<file path="src/sercr_defines.vh">
// Purpose: constants for the sink error report and crc injection block
// Assumes: verilog-2005, included by bare name
// Notes:   error vector layout is per-lane bits then fixed positions
// Summary of operation
// - a corrected single-bit memory error pulses vector bit lanes+3 for one cycle.
// - in continuous mode any rate-adaptation buffer overrun raises the overrun flag.
// - in burst mode the overrun flag is raised only when the overrun occurs inside a burst.
// - loss of lane alignment pulses vector bit lanes for one cycle.
// - after alignment loss the core reinitialises and realigns by itself.
// - coding-layer meta-frame errors assert the per-lane bits 0 to lanes-1.
// - each condition also sets its own bit in the receive error status.
// - the interrupt fires only for conditions whose enable bit is set.
// - a crc-32 mismatch on any lane's diagnostic word is detected and reported.
// - while injection is asserted, crc-32 is corrupted on every lane with injection enabled.
// - an uncorrectable double-bit memory error pulses vector bit lanes+4 for one cycle.
`ifndef SERCR_DEFINES_VH
`define SERCR_DEFINES_VH
// status bit positions
`define SERCR_ST_PCS      0
`define SERCR_ST_CRC      1
`define SERCR_ST_ALIGN    2
`define SERCR_ST_OVFL     3
`define SERCR_ST_ECC_COR  4
`define SERCR_ST_ECC_FAT  5
`define SERCR_ST_W        6
// error vector offsets above lane count
`define SERCR_EV_ALIGN    0
`define SERCR_EV_OVFL     2
`define SERCR_EV_ECC_COR  3
`define SERCR_EV_ECC_FAT  4
`define SERCR_EV_EXTRA    5
// realignment wait after loss, in cycles
`define SERCR_REALIGN_CYC 16'h0010
`define SERCR_CRC_MASK    32'h0000_0001
`endif

</file>
<file path="src/sercr_crc_lane.v">
// Purpose: per-lane crc-32 corruption on transmit, mismatch check on receive
// Assumes: crc values supplied by the coding layer each lane
// Notes:   flips bit 0 of the generated crc when injecting
`timescale 1ns/10ps
`include "sercr_defines.vh"
module sercr_crc_lane (
    input  wire        mclk,          // clock
    input  wire        rst_b,         // async reset, low
    input  wire        clk_en,        // freeze when low
    input  wire        inject,        // global injection request
    input  wire        lane_inj_en,   // lane config bit
    input  wire [31:0] tx_crc_in,     // generated crc
    input  wire        rx_dcw_valid,  // diagnostic word present
    input  wire [31:0] rx_crc_calc,   // computed crc
    input  wire [31:0] rx_crc_rcvd,   // received crc
    output reg  [31:0] tx_crc_q,      // crc sent on the lane
    output reg         crc_err_q      // one-cycle mismatch pulse
);
    always @(posedge mclk or negedge rst_b)
    begin
        if (!rst_b)
        begin
            tx_crc_q  <= 32'h0000_0000;
            crc_err_q <= 1'b0;
        end
        else if (clk_en)
        begin
            tx_crc_q <= (inject && lane_inj_en) ?
                        (tx_crc_in ^ `SERCR_CRC_MASK) : tx_crc_in;
            crc_err_q <= rx_dcw_valid &&
                         (rx_crc_calc != rx_crc_rcvd);
        end
    end
endmodule

</file>
<file path="src/sercr_sink_err.v">
// Purpose: sink error vector, sticky status, interrupt, crc injection
// Assumes: all inputs synchronous to mclk
// Notes:   status cleared by write-one-to-clear pulse vector
`timescale 1ns/10ps
`include "sercr_defines.vh"
module sercr_sink_err #(
    parameter LANES = 4
) (
    input  wire                        mclk,           // 20 MHz clock
    input  wire                        rst_b,          // async reset, low
    input  wire                        clk_en,         // freeze when low
    input  wire                        burst_mode,     // 1 burst, 0 continuous
    input  wire                        in_burst,       // burst crossing user side
    input  wire                        fifo_overflow,  // rate fifo overrun
    input  wire                        ecc_corrected,  // single-bit fixed
    input  wire                        ecc_fatal,      // double-bit found
    input  wire                        align_lost,     // alignment loss seen
    input  wire                        aligned,        // lanes aligned
    input  wire [LANES-1:0]            pcs_err,        // per-lane frame errors
    input  wire                        crc_inject,     // injection request
    input  wire [LANES-1:0]            lane_inj_en,    // per-lane config bit
    input  wire [32*LANES-1:0]         tx_crc_in,      // generated crcs
    input  wire [LANES-1:0]            rx_dcw_valid,   // diag word per lane
    input  wire [32*LANES-1:0]         rx_crc_calc,    // computed crcs
    input  wire [32*LANES-1:0]         rx_crc_rcvd,    // received crcs
    input  wire [`SERCR_ST_W-1:0]      status_clr,     // w1c pulses
    input  wire [`SERCR_ST_W-1:0]      irq_enable,     // per-condition enable
    output reg  [LANES+`SERCR_EV_EXTRA-1:0] error_rx_q, // error vector
    output reg  [`SERCR_ST_W-1:0]      status_q,       // sticky status
    output reg                         err_irq_q,      // interrupt level
    output reg                         realign_q,      // realign in progress
    output reg  [LANES-1:0]            crc_err_q,      // per-lane crc errors
    output wire [32*LANES-1:0]         tx_crc_out      // crc to each lane
);
    localparam EW = LANES + `SERCR_EV_EXTRA;
    // --------------------------------------------------------------
    // realign state machine
    // --------------------------------------------------------------
    localparam [1:0] S_RUN = 2'b01;
    localparam [1:0] S_REALIGN = 2'b10;

    reg  [1:0]             state_q;
    reg  [15:0]            wait_q;
    wire [LANES-1:0]       lane_crc;
    wire                   align_evt;
    wire                   ovfl_evt;
    wire [`SERCR_ST_W-1:0] evt;
    reg  [EW-1:0]          ev_d;

    // only a loss while running counts; repeats during realign are ignored
    assign align_evt = align_lost && (state_q == S_RUN);
    // burst mode masks overruns between bursts
    assign ovfl_evt = fifo_overflow &&
                      (!burst_mode || in_burst);

    always @(posedge mclk or negedge rst_b)
    begin
        if (!rst_b)
        begin
            state_q   <= S_RUN;
            wait_q    <= 16'h0000;
            realign_q <= 1'b0;
        end
        else if (clk_en)
        begin
            case (state_q)
                S_RUN:
                begin
                    if (align_evt)
                    begin
                        state_q   <= S_REALIGN;
                        wait_q    <= `SERCR_REALIGN_CYC;
                        realign_q <= 1'b1;
                    end
                end
                S_REALIGN:
                begin
                    if (wait_q != 16'h0000)
                        wait_q <= wait_q - 16'h0001;
                    else if (aligned)
                    begin
                        state_q   <= S_RUN;
                        realign_q <= 1'b0;
                    end
                end
                default:
                begin
                    state_q   <= S_RUN;
                    realign_q <= 1'b0;
                end
            endcase
        end
    end

    // --------------------------------------------------------------
    // per-lane crc logic
    // --------------------------------------------------------------
    genvar g;
    generate
        for (g = 0; g < LANES; g = g + 1)
        begin : g_lane
            sercr_crc_lane u_lane (
                .mclk         (mclk),
                .rst_b        (rst_b),
                .clk_en       (clk_en),
                .inject       (crc_inject),
                .lane_inj_en  (lane_inj_en[g]),
                .tx_crc_in    (tx_crc_in[32*g+31:32*g]),
                .rx_dcw_valid (rx_dcw_valid[g]),
                .rx_crc_calc  (rx_crc_calc[32*g+31:32*g]),
                .rx_crc_rcvd  (rx_crc_rcvd[32*g+31:32*g]),
                .tx_crc_q     (tx_crc_out[32*g+31:32*g]),
                .crc_err_q    (lane_crc[g])
            );
        end
    endgenerate

    // --------------------------------------------------------------
    // error vector, status, interrupt
    // --------------------------------------------------------------
    assign evt[`SERCR_ST_PCS]     = |pcs_err;
    assign evt[`SERCR_ST_CRC]     = |lane_crc;
    assign evt[`SERCR_ST_ALIGN]   = align_evt;
    assign evt[`SERCR_ST_OVFL]    = ovfl_evt;
    assign evt[`SERCR_ST_ECC_COR] = ecc_corrected;
    assign evt[`SERCR_ST_ECC_FAT] = ecc_fatal;

    always @*
    begin
        ev_d = {EW{1'b0}};
        ev_d[LANES-1:0] = pcs_err;
        ev_d[LANES+`SERCR_EV_ALIGN]   = align_evt;
        ev_d[LANES+`SERCR_EV_OVFL]    = ovfl_evt;
        ev_d[LANES+`SERCR_EV_ECC_COR] = ecc_corrected;
        ev_d[LANES+`SERCR_EV_ECC_FAT] = ecc_fatal;
    end

    always @(posedge mclk or negedge rst_b)
    begin
        if (!rst_b)
        begin
            error_rx_q <= {EW{1'b0}};
            status_q   <= {`SERCR_ST_W{1'b0}};
            err_irq_q  <= 1'b0;
            crc_err_q  <= {LANES{1'b0}};
        end
        else if (clk_en)
        begin
            error_rx_q <= ev_d;
            crc_err_q  <= lane_crc;
            // set wins over a clear in the same cycle
            status_q <= (status_q & ~status_clr) | evt;
            err_irq_q <= |(((status_q & ~status_clr) | evt)
                           & irq_enable);
        end
    end
endmodule

</file>
<file path="config.mk">
export PLATFORM = sky130hd
export DESIGN_NAME = sercr_sink_err
export DESIGN_NICKNAME = d
export VERILOG_FILES = /design/src/sercr_crc_lane.v /design/src/sercr_sink_err.v
export VERILOG_INCLUDE_DIRS = /design/src
export SDC_FILE = /design/constraint.sdc
export NUM_CORES = 1
export LEC_CHECK = 0
export ABC_CLOCK_PERIOD_IN_PS = 2800
export BUFFER_PORTS_ARGS = -buffer_cell sky130_fd_sc_hd__buf_2
export CAP_MARGIN = 20
export CORE_AREA = 2 2 219 221
export CTS_CLUSTER_SIZE = 8
export DETAILED_ROUTE_END_ITERATION = 16
export DIE_AREA = 0 0 221 223
export HOLD_SLACK_MARGIN = 0.03
export PLACE_DENSITY = 0.38
export SETUP_SLACK_MARGIN = 0.2
export SYNTH_ARGS = -nofsm -noshare
export SYNTH_HDL_FRONTEND = slang
export SYNTH_SLANG_ARGS = --single-unit
</file>
<file path="constraint.sdc">
create_clock -name mclk -period 2.8 [get_ports mclk]
set_input_delay 0.56 -clock mclk [delete_from_list [all_inputs] [get_ports mclk]]
set_output_delay 0.56 -clock mclk [all_outputs]
set_load 0.03 [all_outputs]
</file>
* After elaboration in Yosys (flattened, before gate mapping)
Cells that the tools add are included.
** Storage, ports and cells
- Register bits after elaboration :: 170
- Word-level logic and storage cells :: 68
** Operators by class
- Add/subtract/negate cells :: 1
- Equality and inequality tests :: 10
- Muxes and demuxes :: 15
- Bitwise logic cells :: 8
- Reduce and logical (&&, ||, !) cells :: 19
** Operator list (count)
- != test 32 bit :: 4
- two-way mux 16 bit :: 2
- one-hot mux 16 bit (2 select lines) :: 1
- nonzero test 16 bit :: 1
- subtractor 16 x 1 -> 16 bit (second input constant) :: 1
- bitwise AND 6 bit :: 2
- logical AND 1 bit :: 10
- != test 2 bit (second input constant) :: 4
- AND reduction 4 bit :: 2
- OR reduction 4 bit :: 2
- two-way mux 1 bit :: 7
- two-way mux 2 bit :: 3
- NOT 6 bit :: 1
- bitwise OR 6 bit :: 1
- OR reduction 6 bit :: 1
- NOT 1 bit :: 4
- one-hot mux 2 bit (2 select lines) :: 1
- == test 2 x 1 -> 1 bit (second input constant) :: 1
- == test 2 bit (second input constant) :: 1
- one-hot mux 1 bit (2 select lines) :: 1
- nonzero test 2 bit :: 1
- logical NOT 1 bit :: 1
- logical OR 1 bit :: 1

* Longest topological paths before layout
- Depth after elaboration :: 6
- Depth in mapped cells :: 7
- Mapped depth without buffers :: 7

* Hierarchy
A second synthesis with hierarchy kept.
** Second synthesis, totals
- Cell total of the unflattened synthesis :: 655
- Area total of the unflattened synthesis :: 8185.4 µm²
** By module, submodules not included
- sercr_crc_lane :: instances 4, cells an instance 117, area each 1575.3 µm²
- sercr_sink_err :: instances 1, cells an instance 187, area each 1884.3 µm²

* Worst setup path after synthesis
Ideal clock, no wire load.
- Path kind :: input port to flip-flop
- Start :: input clk_en
- End :: register wait_q[15]
- Library setup time :: 132 ps
- Arrival :: 1784 ps
- Required time :: 2668 ps
- Setup slack :: 884 ps
- Stages on the path :: 6
- Path buffers :: 1
- Cell sequence :: clkbuf_1 > nand3b_1 > or3_4 > a2111oi_4 > xnor2_1 > nor2_1
** On the way
- Word-level cells in the longest chain between the ends :: 1
** RTL lines
- start, declared :: line sercr_sink_err.v:11 : input wire clk_en,
- AND reduction 4 bit (no source line)
- end signal, assigned :: line sercr_sink_err.v:72 : wait_q <= `SERCR_REALIGN_CYC;
- end signal, assigned :: line sercr_sink_err.v:79 : wait_q <= wait_q - 16'h0001;
- end, declared :: line sercr_sink_err.v:43 : reg [15:0] wait_q;
No other way between the ends.
A chain may end at the register's enable or synchronous reset.

* Worst setup path in the final report
- Start :: register wait_q[11]
- End :: register realign_q
** On the way
- Word-level cells in the longest chain between the ends :: 3
** RTL lines
- nonzero test 16 bit :: line sercr_sink_err.v:78 : if (wait_q != 16'h0000)
- != test 2 bit (no source line)
- AND reduction 4 bit (no source line)
- end signal, assigned :: line sercr_sink_err.v:73 : realign_q <= 1'b1;
- end signal, assigned :: line sercr_sink_err.v:83 : realign_q <= 1'b0;
- end signal, assigned :: line sercr_sink_err.v:89 : realign_q <= 1'b0;
- end, declared :: line sercr_sink_err.v:31 : output reg realign_q,
No other way between the ends.

==> qor.csv <==
metric,value,unit
status,"finished, final reports clean",
"Hold Vio Cnt, Final",0,
register area,4230,sq um
"Top FF cell, synth",dfrtp_1,
Rel. slew slack,44.1,%
Worst-Skew Late Latency,450,ps
worst setup margin,769,ps
CP startpoint kind,register,
RR Startpoint,wait_q[11]$_DFFE_PN0P_,
Switch Pwr,2.56,mW
Slew Limit Fails,0,
Port Buffers,566,
Die Width,221,um
Synth cell types,40,
Synth Area in Simple Gates,8.05,%
wire length per cell,16.8,um
first-pass GRT wire length,46200,um
Routed Antenna Nets,0,
core area,47100,sq um
"area leader, netlist",dfrtp_1,
root buffer cell,clkbuf_16,
register area share after synthesis,52.2,%
hold_buf cts,0,
# rows,80,
Num CTS Buffers,17,
crit end category,register,
"worst slack, placed",775,ps
placed cell count,1814,
Tot Pwr,7.33,mW
vias per cell,3.83,
Nets,1638,
crit path DAT,2360,ps
Post-Synth XOR/XNOR Area,15.0,%
Period minus WS final,2030,ps
CP required,3130,ps
post-synthesis cell area,8100,sq um
f_max,0.492,GHz
CTS tree,yes,
Reg2Reg Depth,5,
htree depth,4,
worst reg2reg endpoint,realign_q$_DFFE_PN0P_,
"top cells by area, synth","dfrtp_1 (52%), mux2_2 (19%), xor2_1 (15%)",
Die Y,223,um
yosys warns,0,
Syn-to-layout area delta,52.0,%
gr ovfl total,0,
GRT Total Usage,12.5,%
Synth Area in Compound Gates,3.57,%
clock share of power,31.1,%
Clock Skew,7.30,ps
share of cells above drive strength 1,61.0,%
Post-Synth Adder-Cell Area,0.155,%
worst hold-check path type,input pin to async pin,
synthesized area per cell,12.6,sq um
die area,49300,sq um
unrepaired setup endpoints after global routing,false,
async set-reset flop share out of synthesis,100,%
Worst-path clk slew,70,ps
largest family of logic cells by synthesized area,multiplexers,
met2 WL,17600,um
switch share,34.9,%
post-synthesis mux area share,19.3,%
antenna violations before repair,8,
final setup violation count,0,
Comb pwr share,28.6,%
post-CTS sizing,0,
sequential share of power,40.4,%
largest net degree at the start of global routing,124,
setup bufs post-CTS,0,
worst-path fanout max,5,
Detailed Place HPWL,26000,um
Vias,7078,
number of global-route vias before repair,7596,
Post-Syn Nets,1064,
Met3 Routed Length,1680,um
top sig layer,met4,
internal power,4.77,mW
top-area cell type share of the netlist area,51.9,%
worst vdd ir,0.432,mV
drt drc,0,
clk buf depth,2,
Post-synth EDFFs,0,
total negative slack,0,ps
Seq cells post-synth,169,
final period utilization,72.5,%
post-route insts no fill,1850,
Routed WL,31200,um
fillcell total,5103,
DR pass1 iterations,4,
Ports,568,
maxcap violations,0,
clock sink count,169,
initial core utilization,17.2,%
R2R setup slack,770,ps
Final GP Congestion,0.854,
P_leak,6.05,nW
PwrDens,596,nW/um^2
area of the multi-input gates,3730,sq um
worst-margin pin slew,839,ps
M1 WL,10900,um
Initial DRC Count,214,
Crit Path Category,register to register,
Mapped Cells,644,
==> cells in the mapped netlist, drive strengths merged (2+ instances only) <==
cell type,n
clkbuf,19
a21oi,11
nand2b,2
dfrtp,168
nand3,6
nand3b,3
o211ai,4
nor2,17
inv,13
nand4,11
nor3,9
a21o,3
buf,2
mux2i,4
o21ai,15
xnor2,2
nand2,22
or3,3
a22o,3
o2111ai,2
nor2b,6
mux2,135
nor4,34
xor2,137
==> registers in the layout, indices dropped and copies added, names as in the netlist <==
register	flops
wait_q	16
realign_q	1
crc_err_q	4
error_rx_q	8
status_q	6
err_irq_q	1
state_q	1
g_lane.u_lane.crc_err_q	4
g_lane.u_lane.tx_crc_q	128
==> per-layer routing <==
metal	up-vias	GRT usage (%)
li1	3405	-
met1	3332	12.4
met2	305	24.7
met3	36	3.17
met4	0	4.76
met5	-	0
==> metrics by stage <==
stage | utilization [%] | hold slack [ps] | area [sq um]
6_report | 26.1 | 53.8 | 12300
5_1_grt | 26.1 | 76.2 | 12300
4_1_cts | 26.1 | 40.0 | 12300
3_5_place_dp | 24.9 | 487 | 11700
3_3_place_gp | 24.9 | 467 | 11700
2_1_floorplan | - | 264 | 8100
==> layout make-up <==
class / instances / share of cell area (%)
Antenna cell: 5 / 0.102
Clock inverter: 13 / 0.925
Multi-Input combinational cell: 441 / 30.3
Timing Repair Buffer: 576 / 24.0
Clock buffer: 18 / 3.57
Tap cell: 615 / 6.25
Sequential cell: 169 / 34.4
Inverter: 13 / 0.397
==> worst max-delay path by stage <==
| stage | to | cells after the start | from | slack [ps] |
|---|---|---|---|---|
| after global placement | g_lane[1].u_lane.crc_err_q$_DFFE_PN0P_ | 6 | rx_crc_calc[39] | 770 |
| after floorplan | wait_q[15]$_DFFE_PN0P_ | 6 | clk_en | 880 |
| after CTS | realign_q$_DFFE_PN0P_ | 5 | wait_q[11]$_DFFE_PN0P_ | 770 |
| final | realign_q$_DFFE_PN0P_ | 5 | wait_q[11]$_DFFE_PN0P_ | 770 |
| after detailed placement | realign_q$_DFFE_PN0P_ | 5 | wait_q[11]$_DFFE_PN0P_ | 780 |
| after global routing | realign_q$_DFFE_PN0P_ | 5 | wait_q[11]$_DFFE_PN0P_ | 500 |
==> layout by cell type (no fill, tap or decap), types with 5 or more instances in the layout <==
cell         n
clkbuf_16   17
nand4_1     11
nor2b_1      6
a21oi_1     11
buf_4        7
mux2_2     135
nor4_1      33
nand3_1      6
xor2_1     137
inv_1       13
nand2_1     22
buf_2      564
nor3_1       9
nor2_1      17
diode_2      5
dfrtp_1    168
o21ai_0     15
==> power groups by stage <==
stage | Clock (mW) | Combinational [mW] | Sequential, mW
finish | 2.28 | 2.09 | 2.96
global route | 2.48 | 2.28 | 3.01
CTS | 2.40 | 2.13 | 2.96
detailed placement | 0 | 2.13 | 3.01
global placement | 0 | 2.13 | 3.00
floorplan | 0 | 0.768 | 3.45
==> cells by family after synthesis <==
family,count (synthesis)
multiplexers,139
AO/OA/AOI/OAI,43
XOR/XNOR,139
flip-flops,169
AND/OR/NAND/NOR,118
adder cells (fa/ha/maj),1
other,1
buffers and inverters,34
==> critical path, cell delays in order (launching register included) <==
cell and delay (ps):
dfrtp_1 400, nor3_1 450, nand4_1 300, nor3_1 310
nand2_1 120, a221o_1 330
Power figures use the tool's default switching activity.
